File: config.mk
export PLATFORM = sky130hd
export DESIGN_NAME = cpu_instruction_cycle_timing
export DESIGN_NICKNAME = d
export VERILOG_FILES = /design/src/hdl/cpu_instruction_cycle_timing.v
export VERILOG_INCLUDE_DIRS = /design/src /design/src/hdl
export SDC_FILE = /design/constraint.sdc
export NUM_CORES = 1
export LEC_CHECK = 0
export BUFFER_PORTS_ARGS = -buffer_cell sky130_fd_sc_hd__buf_4
export CAP_MARGIN = 30
export CORE_UTILIZATION = 50
export DETAILED_ROUTE_END_ITERATION = 8
export HOLD_SLACK_MARGIN = 0.02
export PLACE_DENSITY = 0.7
export SYNTH_ARGS = -nofsm -noshare
export SYNTH_HDL_FRONTEND = slang
export SYNTH_SLANG_ARGS = --single-unit
File: constraint.sdc
create_clock -name mclk -period 2.1 [get_ports mclk]
set_input_delay 0.315 -clock mclk [delete_from_list [all_inputs] [get_ports mclk]]
set_output_delay 0.315 -clock mclk [all_outputs]
set_load 0.005 [all_outputs]
File: src/hdl/cpu_timing_defines.vh
// Opcode constants and timing table entries for the instruction cycle sequencer
`ifndef CPU_TIMING_DEFINES_VH
`define CPU_TIMING_DEFINES_VH

// Table entry layout: {conditional, bytes[1:0], taken clocks[3:0]}
`define ENT_W 7
`define ENT_COND 6
`define ENT_LEN_HI 5
`define ENT_LEN_LO 4
`define ENT_CLK_HI 3
`define ENT_CLK_LO 0

// Plain entries, bytes then clocks
`define ENT_1_1 7'h11
`define ENT_1_2 7'h12
`define ENT_1_3 7'h13
`define ENT_1_4 7'h14
`define ENT_1_5 7'h15
`define ENT_1_8 7'h18
`define ENT_2_2 7'h22
`define ENT_2_3 7'h23
`define ENT_3_3 7'h33
`define ENT_3_4 7'h34

// Conditional branches, taken clock count stored
`define ENT_B_2_3 7'h63
`define ENT_B_3_4 7'h74
`define ENT_B_3_5 7'h75

// Opcodes with side effects beyond timing
`define OP_NOP 8'h00
`define OP_UNUSED 8'ha5
`define OP_MUL 8'ha4
`define OP_DIV 8'h84
`define OP_CODE_PC 8'h83
`define OP_CODE_DP 8'h93
`define OP_XRD_DP 8'he0
`define OP_XRD_R0 8'he2
`define OP_XRD_R1 8'he3
`define OP_XWR_DP 8'hf0
`define OP_XWR_R0 8'hf2
`define OP_XWR_R1 8'hf3

// Counts and reset values
`define CLK_ZERO 4'h0
`define CLK_ONE 4'h1
`define LEN_ZERO 2'h0
`define PHASE_ONE 4'h1
`define READY_RST 1'b1
`define FLAG_RST 1'b0
`define MAX_FREQ_MHZ 25

`endif
File: src/hdl/cpu_instruction_cycle_timing.v
// Instruction length and clock-count sequencer for the pipelined 8-bit core
`timescale 1ns/10ps
`default_nettype none
`include "cpu_timing_defines.vh"
// Function
// - Every one of the 256 opcodes decodes with its classic encoding and meaning
// - Execution is counted in single system clocks, never in machine cycles
// - No instruction exceeds eight clocks; divide takes 8, multiply takes 4
// - A conditional branch not taken finishes one clock earlier than taken
// - Most instructions take as many clocks as they have bytes
// - External-data moves go to the on-chip program flash, no external bus
// - The table covers all instructions in the clock classes 1 to 8
// - Add and add-with-carry: direct 2/2, indirect 1/2, immediate 2/2, register 1/1
// - Subtract-with-borrow: register 1/1, direct 2/2, indirect 1/2, immediate 2/2
// - Logic ops: register 1/1, direct or immediate 2/2, indirect 1/2, to-direct 2/2 or 3/3
// - Accumulator-only clear, complement, rotates and nibble swap take one byte, one clock
// - Register moves 1/1, direct or immediate 2/2, into direct 3/3
// - Accumulator to indirect 1 byte 2 clocks; direct or immediate to indirect 2/2
// - Loading the data pointer with a constant takes 3 bytes, 3 clocks
// - Code byte fetch is one byte, 3 clocks, and loads the accumulator
// - Back-to-back single-clock instructions give one instruction per clock
// - The single unused opcode behaves exactly like no-operation
// - Compare-jump on indirect location: 3 bytes, 4 clocks not taken, 5 taken
// - Each external-data move form is one byte and three clocks

module cpu_instruction_cycle_timing (
  input wire mclk,
  input wire resetn,
  input wire issue_valid,
  input wire [7:0] issue_opcode,
  input wire branch_fail,
  output reg ready_q,
  output reg done_q,
  output reg [1:0] len_q,
  output reg [3:0] clocks_q,
  output reg [3:0] phase_q,
  output reg byte_fetch_q,
  output reg cond_q,
  output reg taken_q,
  output reg ext_data_move_rd_q,
  output reg ext_data_move_wr_q,
  output reg ext_data_move_wide_q,
  output reg code_byte_fetch_q,
  output reg flash_strobe_q,
  output reg acc_load_q,
  output reg multiply_acc_second_q,
  output reg divide_acc_second_q,
  output reg nop_q
);

  // Timing entry for one opcode, taken-path count for branches
  function [`ENT_W-1:0] decode;
    input [7:0] op;
    begin
      decode = `ENT_1_1;
      if (op[3])
      begin
        // Bank register column
        case (op[7:4])
          4'h7, 4'h8, 4'ha: decode = `ENT_2_2;
          4'hb: decode = `ENT_B_3_4;
          4'hd: decode = `ENT_B_2_3;
          default: decode = `ENT_1_1;
        endcase
      end
      else if (op[2:1] == 2'b11)
      begin
        // Indirect pointer column
        case (op[7:4])
          4'h7, 4'h8, 4'ha: decode = `ENT_2_2;
          4'hb: decode = `ENT_B_3_5;
          default: decode = `ENT_1_2;
        endcase
      end
      else
      begin
        case (op[3:0])
          4'h1: decode = `ENT_2_3;
          4'h5:
          begin
            // Direct operand column; the spare code sits here
            case (op[7:4])
              4'h7, 4'h8: decode = `ENT_3_3;
              4'hb, 4'hd: decode = `ENT_B_3_4;
              4'ha: decode = `ENT_1_1;
              default: decode = `ENT_2_2;
            endcase
          end
          4'h4:
          begin
            // Immediate and accumulator-only column
            case (op[7:4])
              4'h0, 4'h1, 4'hc, 4'hd: decode = `ENT_1_1;
              4'he, 4'hf: decode = `ENT_1_1;
              4'h8: decode = `ENT_1_8;
              4'ha: decode = `ENT_1_4;
              4'hb: decode = `ENT_B_3_4;
              default: decode = `ENT_2_2;
            endcase
          end
          4'h0:
          begin
            // Bit branches, short jumps and the pointer load
            case (op[7:4])
              4'h0: decode = `ENT_1_1;
              4'h1, 4'h2, 4'h3: decode = `ENT_B_3_4;
              4'h4, 4'h5, 4'h6, 4'h7: decode = `ENT_B_2_3;
              4'h8: decode = `ENT_2_3;
              4'h9: decode = `ENT_3_3;
              4'he, 4'hf: decode = `ENT_1_3;
              default: decode = `ENT_2_2;
            endcase
          end
          4'h2:
          begin
            // Long transfers, returns and direct-bit operations
            case (op[7:4])
              4'h0, 4'h1: decode = `ENT_3_4;
              4'h2, 4'h3: decode = `ENT_1_5;
              4'he, 4'hf: decode = `ENT_1_3;
              default: decode = `ENT_2_2;
            endcase
          end
          default:
          begin
            // Column 3
            case (op[7:4])
              4'h4, 4'h5, 4'h6: decode = `ENT_3_3;
              4'h7: decode = `ENT_1_3;
              4'h8, 4'h9: decode = `ENT_1_3;
              4'he, 4'hf: decode = `ENT_1_3;
              default: decode = `ENT_1_1;
            endcase
          end
        endcase
      end
    end
  endfunction

  // Flash-facing move, either direction
  function is_ext_move;
    input [7:0] op;
    input wr;
    begin
      if (wr)
        is_ext_move = (op == `OP_XWR_DP) || (op == `OP_XWR_R0) || (op == `OP_XWR_R1);
      else
        is_ext_move = (op == `OP_XRD_DP) || (op == `OP_XRD_R0) || (op == `OP_XRD_R1);
    end
  endfunction

  // One clock less; shared by the not-taken shortening and the down-count
  function [3:0] dec_clk;
    input [3:0] n;
    begin
      dec_clk = n - `CLK_ONE;
    end
  endfunction

  // Table entry fields and class hits of the offered opcode
  wire issue;
  wire [`ENT_W-1:0] ent;
  wire ent_cond;
  wire [1:0] ent_len;
  wire [3:0] ent_clk;
  wire short_path;
  wire [3:0] eff_clk;
  wire last_clk;
  wire op_rd;
  wire op_wr;
  wire op_code;
  wire op_flash;

  // Decode of the opcode offered in this cycle
  assign issue = ready_q & issue_valid;
  assign ent = decode(issue_opcode);
  assign ent_cond = ent[`ENT_COND];
  assign ent_len = ent[`ENT_LEN_HI:`ENT_LEN_LO];
  assign ent_clk = ent[`ENT_CLK_HI:`ENT_CLK_LO];
  assign short_path = ent_cond & branch_fail;
  assign eff_clk = short_path ? dec_clk(ent_clk) : ent_clk;
  assign last_clk = (eff_clk == `CLK_ONE);
  assign op_rd = is_ext_move(issue_opcode, 1'b0);
  assign op_wr = is_ext_move(issue_opcode, 1'b1);
  assign op_code = (issue_opcode == `OP_CODE_PC) || (issue_opcode == `OP_CODE_DP);
  assign op_flash = op_rd | op_wr | op_code;

  // Down-counter and next-state copies of every flip-flop
  reg [3:0] remain_q;
  reg [3:0] remain_d;
  reg [3:0] phase_d;
  reg ready_d;
  reg done_d;
  reg [1:0] len_d;
  reg [3:0] clocks_d;
  reg byte_fetch_d;
  reg cond_d;
  reg taken_d;
  reg rd_d;
  reg wr_d;
  reg wide_d;
  reg code_d;
  reg strobe_d;
  reg acc_load_d;
  reg mul_d;
  reg div_d;
  reg nop_d;
  reg [3:0] phase_nx;
  reg flash_op_q;
  reg flash_op_d;
  wire final_clk;

  // Next clock is the last one of a multi-clock instruction in progress
  assign final_clk = (remain_q == `CLK_ONE);

  // Next state; counts whole clocks only, so no machine-cycle divider exists
  always @*
  begin
    phase_nx = phase_q + `CLK_ONE;
    remain_d = remain_q;
    phase_d = phase_q;
    ready_d = ready_q;
    done_d = `FLAG_RST;
    len_d = len_q;
    clocks_d = clocks_q;
    byte_fetch_d = `FLAG_RST;
    cond_d = cond_q;
    taken_d = taken_q;
    rd_d = ext_data_move_rd_q;
    wr_d = ext_data_move_wr_q;
    wide_d = ext_data_move_wide_q;
    code_d = code_byte_fetch_q;
    strobe_d = `FLAG_RST;
    acc_load_d = `FLAG_RST;
    mul_d = multiply_acc_second_q;
    div_d = divide_acc_second_q;
    nop_d = nop_q;
    flash_op_d = flash_op_q;
    if (issue)
    begin
      // First clock of a new instruction
      remain_d = dec_clk(eff_clk);
      phase_d = `CLK_ZERO;
      ready_d = last_clk;
      done_d = last_clk;
      len_d = ent_len;
      clocks_d = eff_clk;
      byte_fetch_d = (ent_len != `LEN_ZERO);
      cond_d = ent_cond;
      taken_d = ent_cond & ~branch_fail;
      rd_d = op_rd;
      wr_d = op_wr;
      wide_d = (issue_opcode == `OP_XRD_DP) || (issue_opcode == `OP_XWR_DP);
      code_d = op_code;
      flash_op_d = op_flash;
      strobe_d = `FLAG_RST;
      acc_load_d = last_clk & (op_rd | op_code);
      mul_d = (issue_opcode == `OP_MUL);
      div_d = (issue_opcode == `OP_DIV);
      nop_d = (issue_opcode == `OP_NOP) || (issue_opcode == `OP_UNUSED);
    end
    else if (remain_q != `CLK_ZERO)
    begin
      // Later clocks of a multi-clock instruction
      remain_d = dec_clk(remain_q);
      phase_d = phase_nx;
      ready_d = final_clk;
      done_d = final_clk;
      byte_fetch_d = ({2'h0, len_q} > phase_nx);
      // Flash is touched once, in the second clock, so the array sees one access per move
      strobe_d = (phase_nx == `PHASE_ONE) & flash_op_q;
      acc_load_d = final_clk & (rd_d | code_d);
    end
    else
    begin
      // Idle: class levels fall after completion; len_q and clocks_q keep the last instruction's values
      phase_d = `CLK_ZERO;
      rd_d = `FLAG_RST;
      wr_d = `FLAG_RST;
      wide_d = `FLAG_RST;
      code_d = `FLAG_RST;
      mul_d = `FLAG_RST;
      div_d = `FLAG_RST;
      nop_d = `FLAG_RST;
      cond_d = `FLAG_RST;
      taken_d = `FLAG_RST;
      flash_op_d = `FLAG_RST;
    end
  end

  // State and outputs; every output is a flip-flop
  always @(posedge mclk or negedge resetn)
  begin
    if (!resetn)
    begin
      remain_q <= `CLK_ZERO;
      phase_q <= `CLK_ZERO;
      ready_q <= `READY_RST;
      done_q <= `FLAG_RST;
      len_q <= `LEN_ZERO;
      clocks_q <= `CLK_ZERO;
      byte_fetch_q <= `FLAG_RST;
      cond_q <= `FLAG_RST;
      taken_q <= `FLAG_RST;
      ext_data_move_rd_q <= `FLAG_RST;
      ext_data_move_wr_q <= `FLAG_RST;
      ext_data_move_wide_q <= `FLAG_RST;
      code_byte_fetch_q <= `FLAG_RST;
      flash_strobe_q <= `FLAG_RST;
      acc_load_q <= `FLAG_RST;
      multiply_acc_second_q <= `FLAG_RST;
      divide_acc_second_q <= `FLAG_RST;
      nop_q <= `FLAG_RST;
      flash_op_q <= `FLAG_RST;
    end
    else
    begin
      remain_q <= remain_d;
      phase_q <= phase_d;
      ready_q <= ready_d;
      done_q <= done_d;
      len_q <= len_d;
      clocks_q <= clocks_d;
      byte_fetch_q <= byte_fetch_d;
      cond_q <= cond_d;
      taken_q <= taken_d;
      ext_data_move_rd_q <= rd_d;
      ext_data_move_wr_q <= wr_d;
      ext_data_move_wide_q <= wide_d;
      code_byte_fetch_q <= code_d;
      flash_strobe_q <= strobe_d;
      acc_load_q <= acc_load_d;
      multiply_acc_second_q <= mul_d;
      divide_acc_second_q <= div_d;
      nop_q <= nop_d;
      flash_op_q <= flash_op_d;
    end
  end

  // Limitation: the core is only rated up to MAX_FREQ_MHZ; the counts hold at any rate

endmodule
`default_nettype wire

==> impl_metrics.json, run 1 <==
{
  "status": "finished, violations left",
  "violations": "negative setup slack",
  "syn-cell-area_sq_mm": 0.00228,
  "synth_top_area_cell": "dfrtp_1",
  "rr_worst_depth": 7,
  "grt_pass1_wl_mm": 10.8,
  "initial_core_util_pct": 52.1,
  "finClkSkew_ns": 0.00462,
  "netlist.area_leader.share_pct": 30.7,
  "ys_ff_latch": 29,
  "syn_inst": 285,
  "synth_edf_count": 0,
  "hold-path-cell-count": 2,
  "power_leakage_nw": 1.56,
  "cts_buffers": 5,
  "synth-xor-area-share_pct": 3.78,
  "ys_types": 58,
  "yosysMostFrequentCell": "nand2_1",
  "grt_pass1_vias": 2354,
  "grt_max_degree": 30,
  "fillCellCount": 351,
  "synth_compound_area_share_pct": 22.9,
  "drt_first_pass_iters": 4,
  "r2r_end": "byte_fetch_q$_DFF_PN0_",
  "clk_path_buf_depth": 2,
  "routedWlPerCell_um": 15.4,
  "crit_type": "input port to register",
  "seq_area_frac_synth_pct": 31.9,
  "relSlewSlack_pct": 65.9,
  "cts_tree": "built",
  "port_buffers": 35,
  "dr.first_iter.drc_count": 158,
  "synth_adder_area_share_pct": 7.13,
  "setup_slack_ns": -0.0581,
  "vias_per_cell": 5.76,
  "drive_above_1_share_pct": 34.0,
  "vdd_drop_max_mv": 0.336,
  "critPathLaunchType": "input port",
  "setup_violations": 2,
  "syn-num-nets": 310,
  "period_share_pct": 103,
  "post-route-util_pct": 73.7,
  "synth_top_family_by_area": "simple AND/OR/NAND/NOR gates",
  "num_vias": 2449,
  "maxCapViolations": 0,
  "arrival_ns": 2.35,
  "rsz0062_at_grt": "true",
  "die_w_um": 69.6,
  "critPathMaxFanout": 7,
  "min_period_ns": 2.16,
  "worstPathRequired_ns": 2.29,
  "fp.dieH_um": 69.6,
  "worstMarginPinSlew_ns": 0.511,
  "hold_path.class": "input port to register",
  "rows": 24,
  "r2r_setup_slack_ns": 0.29,
  "synthTopCellsByCount": "nand2_1 (33), dfrtp_1 (28), nor2_1 (23), o21ai_0 (19)",
  "area_growth_pct": 41.7,
  "htree_levels": 2,
  "hold_violations": 0,
  "io_pins": 36,
  "fin_nets": 397,
  "r2r-start": "phase_q[0]$_DFF_PN0_",
  "syn_avg_cell_area_sq_um": 8.01,
  "core_area_sq_mm": 0.00438,
  "grtUsageTotal_pct": 28.0,
  "synth_mux_area_share_pct": 0.932,
  "antennaDiodeCount": 0,
  "wirelength_mm": 6.54,
  "place_congestion": 0.945,
  "synth_simple_gate_area_share_pct": 26.3,
  "hpwlAfterDp_mm": 5.00,
  "path_clk_slew_ns": 0.06,
  "drc_errors": 0,
  "overflow": 0,
  "power.density_mw_per_mm2": 778,
  "async_flop_share_pct": 100,
  "place_ws_ns": -0.403,
  "antenna_found_initial": 0,
  "min_to": "taken_q$_DFFE_PN0P_",
  "fmax_ghz": 0.463,
  "drtAntennaViolNets": 0,
  "die-area_sq_mm": 0.00484,
  "end_kind": "register",
  "clkLatencyLatePin_ns": 0.28,
  "synth_flop_cell": "dfrtp_1",
  "synthTopCellsByArea": "dfrtp_1 (31%), ha_1 (7.1%), nand2_1 (5.4%)",
  "finalMaxSlewViolations": 0,
  "hp-start": "branch_fail",
  "cts_num_sinks": 29,
  "root_buffer": "clkbuf_8",
  "ys_warn_count": 0
}
[cell usage in the layout (no fill, tap or decap), drive strengths merged, types with 2 or more instances in the layout]
cell type	n
xor2	5
o21ai	20
o41ai	2
and3	4
o311ai	2
dfrtp	28
nand2b	6
nand2	34
nor2	23
xnor2	4
clkinv	2
a22oi	2
ha	13
and4b	3
o31ai	3
o211ai	3
o21a	3
a32oi	4
inv	16
clkbuf	7
and4	2
nor3	8
a211oi	3
or3	2
nand4	7
o31a	2
a21oi	16
nand3	16
nor4	3
a21o	3
a31oi	4
buf	99
and2	5
o22ai	3
[layer usage]
| layer | vias up | global-route usage, % | wire [um] |
|---|---|---|---|
| met3 | 8 | 4.22 | 304 |
| li1 | 1203 | - | - |
| met1 | 1162 | 34.3 | 2830 |
| met5 | - | 0 | 0 |
| met4 | 0 | 11.3 | 117 |
| met2 | 76 | 49.0 | 3290 |
[logic make-up after synthesis]
| group | count (synthesis) |
|---|---|
| xor+xnor | 9 |
| compound gates | 77 |
| simple gates | 118 |
| buf+inv | 37 |
| mux | 2 |
| flops | 29 |
| fa+ha+maj | 13 |
[area by class of cell]
class	instances	area [sq um]	share of cell area [%]
sequential	29	727	22.5
multi-input combinational	219	1460	45.2
clock inverter	2	10.0	0.310
inverter	16	75.1	2.32
clock buffer	6	72.6	2.24
tap	52	65.1	2.01
timing repair buffer	101	823	25.5
[per-stage QoR]
step	power [mW]	hold WS [ns]	instance area [sq um]	cells	setup TNS, ns
final	2.52	0.245	3230	425	-0.0694
after global placement	2.01	0.252	3040	411	-2.40
after global routing	2.72	0.276	3230	425	-0.578
after CTS	2.50	0.243	3170	421	-0.0378
after detailed placement	2.05	0.254	3040	411	-2.79
after floorplan	1.55	0.0194	2380	285	-0.907
[report_power, final]
part	internal [mW]	switching, mW	total (mW)
registers	0.721	0.121	0.841
clock network	0.229	0.209	0.438
logic	0.603	0.634	1.24
[critical path, cell delays in order]
cell and delay [ns]:
buf_12 0.12, inv_8 0.05, ha_4 0.20, a21oi_2 0.10, o31ai_1 0.08, a32oi_1 0.22, o32ai_2 0.13, ha_1 0.34
mux2_4 0.31, ha_4 0.16, xor2_1 0.15, o21ai_1 0.16
[timing repair]
item                                   in CTS  in global routing
gates resized for setup                     9                  4
setup endpoints to repair                   5                  6
buffers inserted                            1                  3
endpoints found under the hold margin      28                  0
pin swaps                                   5                  9
cloned                                      0                  1
hold buffers                                1                  0
[registers in the layout, indices dropped and copies added, names as in the netlist]
| name | cells |
|---|---|
| byte_fetch_q | 1 |
| taken_q | 1 |
| remain_q | 4 |
| flash_strobe_q | 1 |
| code_byte_fetch_q | 1 |
| ext_data_move_wide_q | 1 |
| done_q | 1 |
| flash_op_q | 1 |
| ext_data_move_wr_q | 1 |
| acc_load_q | 1 |
| clocks_q | 4 |
| divide_acc_second_q | 1 |
| multiply_acc_second_q | 1 |
| phase_q | 4 |
| ready_q | 1 |
| len_q | 2 |
| nop_q | 1 |
| ext_data_move_rd_q | 1 |
| cond_q | 1 |
[how the worst max path moves through the flow]
stage                         start                       to  slack (ns)  depth (start not counted)
floorplan           issue_opcode[5]  remain_q[2]$_DFFE_PN0P_       -0.23                         12
global placement    issue_opcode[6]  remain_q[2]$_DFFE_PN0P_       -0.33                         12
detailed placement  issue_opcode[6]  remain_q[2]$_DFFE_PN0P_       -0.40                         12
CTS                 issue_opcode[7]  remain_q[2]$_DFFE_PN0P_       -0.04                         10
global route        issue_opcode[6]  remain_q[2]$_DFFE_PN0P_       -0.16                         12
finish              issue_opcode[6]  remain_q[2]$_DFFE_PN0P_       -0.06                         12
(Power assumes the default switching activity.)
==> run 2: changes to the inputs <==
Settings changed: BUFFER_PORTS_ARGS -buffer_cell sky130_fd_sc_hd__buf_4 to -buffer_cell sky130_fd_sc_hd__buf_2.
==> impl_metrics.json, run 2 (synthesis results as in run 1) <==
{
  "status": "finished, violations left",
  "violations": "negative setup slack",
  "antennaDiodeCount": 0,
  "die_w_um": 69.6,
  "drive_above_1_share_pct": 38.7,
  "design_area_sq_mm": 0.00337,
  "cts_num_sinks": 29,
  "hold_path.class": "input port to asynchronous set/reset pin",
  "hold_violations": 0,
  "fp.dieH_um": 69.6,
  "cts_hold_buf": 0,
  "worstMarginPinSlew_ns": 0.628,
  "clk_path_buf_depth": 2,
  "rows": 24,
  "grtUsageTotal_pct": 29.9,
  "finClkSkew_ns": 0.00279,
  "critPathMaxFanout": 6,
  "dpl_cell_area_sq_mm": 0.00296,
  "critPathLaunchType": "input port",
  "num_vias": 2550,
  "drtAntennaViolNets": 0,
  "most-common-layout-cells": "buf_4 (67), nand2_1 (33), buf_2 (31)",
  "grt_pass1_vias": 2399,
  "path_clk_slew_ns": 0.06,
  "hpwlAfterDp_mm": 4.97,
  "arrival_ns": 2.33,
  "final_common_cell": "buf_4",
  "worstPathCellList": "buf_12 -> buf_6 -> and4b_1 -> a32oi_1 -> o211ai_1 -> mux2_4 -> ha_4 -> xor2_1 -> o21ai_1",
  "hold_ws_ns": 0.0529,
  "maxCapViolations": 0,
  "clkLatencyLatePin_ns": 0.28,
  "min_period_ns": 2.13,
  "cts_buffers": 5,
  "core_area_sq_mm": 0.00438,
  "overflow": 0,
  "dp_cells": 414,
  "relSlewSlack_pct": 58.1,
  "power.density_mw_per_mm2": 788,
  "place_congestion": 0.941,
  "routedWlPerCell_um": 16.0,
  "fin_nets": 404,
  "initial_core_util_pct": 52.1,
  "antenna_found_initial": 0,
  "cts_tree": "built",
  "finalNonFillerCells": 432,
  "htree_levels": 2,
  "die-area_sq_mm": 0.00484,
  "worstPathRequired_ns": 2.29,
  "drc_errors": 0,
  "rsz0062_at_grt": "true",
  "area_growth_pct": 47.5,
  "crit_type": "input port to register",
  "end_kind": "register",
  "root_buffer": "clkbuf_8",
  "io_pins": 36,
  "dr.first_iter.drc_count": 136,
  "wirelength_mm": 6.93,
  "drt_first_pass_iters": 4,
  "port_buffers": 35,
  "period_share_pct": 102,
  "worst_path_max_delay_cell": "o211ai_1",
  "vdd_drop_max_mv": 0.403,
  "grt_pass1_wl_mm": 11.4,
  "power_leakage_nw": 1.65,
  "fillCellCount": 326,
  "r2r-start": "phase_q[0]$_DFF_PN0_",
  "worstSetupStartpoint": "issue_opcode[6]",
  "fmax_ghz": 0.469,
  "finalMaxSlewViolations": 0,
  "setup_violations": 3,
  "reg_top3": "clocks_q (4), phase_q (4), remain_q (4)",
  "vias_per_cell": 5.90,
  "r2r_setup_slack_ns": 0.31,
  "slowest_delay_ns": 0.48,
  "grt_max_degree": 30,
  "setup_slack_ns": -0.0338
}
-- run 2: cell types whose count changed in the layout (fill, tap and decap cells not counted), sizes merged --
cell / previous run / this run
dlygate4sd3: 1 / 0
bufbuf: 0 / 2
bufinv: 0 / 1
buf: 99 / 106
clkinv: 2 / 0
-- run 2: area by class of cell --
| type | instances | area (sq um) | area share (%) |
|---|---|---|---|
| inverter | 16 | 75.1 | 2.23 |
| timing repair buffer | 108 | 843 | 25.1 |
| tap | 52 | 65.1 | 1.93 |
| multi-input combinational | 219 | 1540 | 45.7 |
| clock inverter | 1 | 30.0 | 0.892 |
| clock buffer | 7 | 86.3 | 2.57 |
| sequential | 29 | 727 | 21.6 |
-- run 2: what timing repair did --
action                                  in CTS  in global routing
endpoints found under the setup margin       7                  7
gates resized for setup                     31                  7
pin swaps                                   13                 15
gates cloned                                 2                  0
setup buffers                                8                  0
-- run 2: worst paths after layout --
| check | depth (start not counted) | end |
|---|---|---|
| max | 9 | remain_q[2]$_DFFE_PN0P_ |
| min | 1 | cond_q$_DFFE_PN0P_ |
| max reg2reg | 7 | byte_fetch_q$_DFF_PN0_ |
| min reg2reg | 2 | clocks_q[1]$_DFFE_PN0P_ |
| max in group asynchronous | 1 | remain_q[3]$_DFFE_PN0P_ |
| min in group mclk | 2 | taken_q$_DFFE_PN0P_ |
-- run 2: per-layer routing --
| layer | GRT usage (%) | part of all wire [%] |
|---|---|---|
| met5 | 0 | 0 |
| met4 | 13.4 | 3.2 |
| met3 | 3.78 | 4.8 |
| met2 | 52.2 | 50 |
| met1 | 36.5 | 42 |
-- run 2: through the flow --
step / TNS [ns] / util, % / power (mW) / setup WS, ns
finish: -0.0359 / 76.8 / 2.65 / -0.0338
global route: -0.451 / 76.8 / 2.85 / -0.107
CTS: -0.00899 / 75.8 / 2.64 / -0.00899
detailed placement: -4.12 / 67.5 / 1.98 / -0.479
floorplan: -0.907 / - / 1.55 / -0.233
global placement: -3.38 / 67.5 / 1.93 / -0.406
-- run 2: power by group --
part / total, mW / switching, mW / internal [mW]
combinational: 1.22 / 0.652 / 0.566
clock: 0.592 / 0.206 / 0.386
sequential: 0.841 / 0.120 / 0.721
total: 2.65 / 0.978 / 1.67
-- run 2: critical path: cells and delay by family --
| family | cells | cell delay, ns |
|---|---|---|
| compound gates | 3 | 0.78 |
| simple gates | 1 | 0.29 |
| xor+xnor | 1 | 0.15 |
| fa+ha+maj | 1 | 0.16 |
| mux | 1 | 0.39 |
| buf+inv | 2 | 0.24 |
==> run 3: changes to the inputs <==
==> constraint.sdc (replaced) <==
create_clock -name mclk -period 2.1 [get_ports mclk]
set_input_delay 0.21 -clock mclk [delete_from_list [all_inputs] [get_ports mclk]]
set_output_delay 0.21 -clock mclk [all_outputs]
set_load 0.005 [all_outputs]
==> impl_metrics.json, run 3 (synthesis results as in run 1) <==
{
  "root_buffer": "clkbuf_8",
  "fp.dieH_um": 69.6,
  "finalNonFillerCells": 429,
  "period_share_pct": 97.4,
  "drt_first_pass_iters": 4,
  "hold_ws_ns": 0.146,
  "cts_tree": "built",
  "worstPathRequired_ns": 2.25,
  "power_leakage_nw": 1.58,
  "clkLatencyLatePin_ns": 0.29,
  "vias_per_cell": 5.75,
  "hold_violations": 0,
  "critPathLaunchType": "input port",
  "fillCellCount": 334,
  "power.density_mw_per_mm2": 795,
  "setup_violations": 0,
  "hold_path.class": "input port to register",
  "die-area_sq_mm": 0.00484,
  "worstMarginPinSlew_ns": 0.622,
  "maxCapViolations": 0,
  "initial_core_util_pct": 52.1,
  "arrival_ns": 2.20,
  "critPathMaxFanout": 6,
  "vdd_drop_max_mv": 0.413,
  "cts_num_sinks": 29,
  "clk_path_buf_depth": 2,
  "wirelength_mm": 6.47,
  "area_growth_pct": 41.0,
  "crit_type": "input port to register",
  "antenna_found_initial": 0,
  "place_congestion": 0.943,
  "drtAntennaViolNets": 0,
  "rows": 24,
  "status": "completed",
  "io_pins": 36,
  "drive_above_1_share_pct": 36.3,
  "fin_nets": 401,
  "relSlewSlack_pct": 58.6,
  "drc_errors": 0,
  "multi_input_area_sq_mm": 0.00149,
  "rsz0062_at_grt": "true",
  "register_area_sq_um": 727,
  "grt_max_degree": 30,
  "min_period_ns": 2.05,
  "design_area_sq_mm": 0.00322,
  "finalMaxSlewViolations": 0,
  "antennaDiodeCount": 0,
  "routedWlPerCell_um": 15.1,
  "cts_buffers": 5,
  "hpwlAfterDp_mm": 4.79,
  "grt_pass1_wl_mm": 10.6,
  "end_kind": "register",
  "post-route-util_pct": 73.4,
  "reg_top3": "clocks_q (4), phase_q (4), remain_q (4)",
  "path_clk_slew_ns": 0.06,
  "grt_pass1_vias": 2252,
  "fmax_ghz": 0.489,
  "dpl_cell_area_sq_mm": 0.00296,
  "overflow": 0,
  "setup_tns_ns": 0,
  "port_buffers": 35,
  "dr.first_iter.drc_count": 104,
  "die_w_um": 69.6,
  "htree_levels": 2,
  "dp_cells": 414,
  "core_area_sq_mm": 0.00438,
  "num_vias": 2465,
  "most-common-layout-cells": "buf_4 (68), nand2_1 (33), buf_2 (31)",
  "grtUsageTotal_pct": 26.9,
  "final_common_cell": "buf_4",
  "finClkSkew_ns": 0.00343
}
-- run 3: changes by cell type in the layout (fill, tap and decap cells not counted), sizes merged --
cell,delta
dlygate4sd3,+1
clkinv,+1
clkbuf,+2
bufbuf,-2
bufinv,-1
buf,-4
-- run 3: repair_timing --
item / CTS / global route
gates resized for setup: 2 / 19
hold buffers: 1 / 0
hold endpoints to repair: 28 / 0
pin swaps: 1 / 7
cloned: 0 / 1
setup endpoints to repair: 3 / 5
buffers inserted: 1 / 4
-- run 3: per-stage QoR --
step / power (mW) / setup slack (ns)
finish: 2.56 / 0.0545
CTS: 2.50 / 0.00400
global placement: 1.93 / -0.299
floorplan: 1.55 / -0.128
global route: 2.76 / -0.0248
detailed placement: 1.97 / -0.361
-- run 3: worst max-delay path, stage by stage --
cell,delay [ns]
buf_2,0.16
inv_1,0.09
o41ai_1,0.40
a21oi_1,0.16
a2bb2oi_2,0.19
ha_1,0.30
mux2_4,0.31
ha_4,0.26
nor2_4,0.08
a21oi_2,0.04
-- run 3: cell type report --
type | instances | area share [%]
clock buffers | 7 | 2.99
clock inverters | 1 | 0.156
inverters | 16 | 2.33
multi-input cells | 219 | 46.4
flip-flops and latches | 29 | 22.6
well taps | 52 | 2.02
repair buffers | 105 | 23.5
-- run 3: per-layer routing --
| layer | vias to the layer above | part of all wire (%) | track usage (%) |
|---|---|---|---|
| met4 | 0 | 2.3 | 8.39 |
| met2 | 93 | 49 | 45.6 |
| met1 | 1135 | 44 | 35.9 |
| met3 | 17 | 4.8 | 3.05 |
| met5 | - | 0 | 0 |
| li1 | 1220 | - | - |
-- run 3: path summary, 6_finish.rpt --
kind	start	endpoint	slack (ns)	depth (start not counted)
setup reg to reg	phase_q[0]$_DFF_PN0_	byte_fetch_q$_DFF_PN0_	0.32	7
setup / recovery	issue_opcode[0]	remain_q[1]$_DFFE_PN0P_	0.05	10
min in group asynchronous	resetn	clocks_q[2]$_DFFE_PN0P_	0.47	2
hold / removal	branch_fail	taken_q$_DFFE_PN0P_	0.15	2
max in group asynchronous	resetn	phase_q[1]$_DFF_PN0_	1.22	2
hold reg to reg	flash_op_q$_DFFE_PN0P_	flash_op_q$_DFFE_PN0P_	0.47	2
-- run 3: power by group --
group	switching [mW]	total [mW]	leakage [nW]	internal, mW
Combinational	0.642	1.20	1.15	0.557
Sequential	0.119	0.840	0.379	0.720
Clock	0.222	0.518	0.0542	0.296
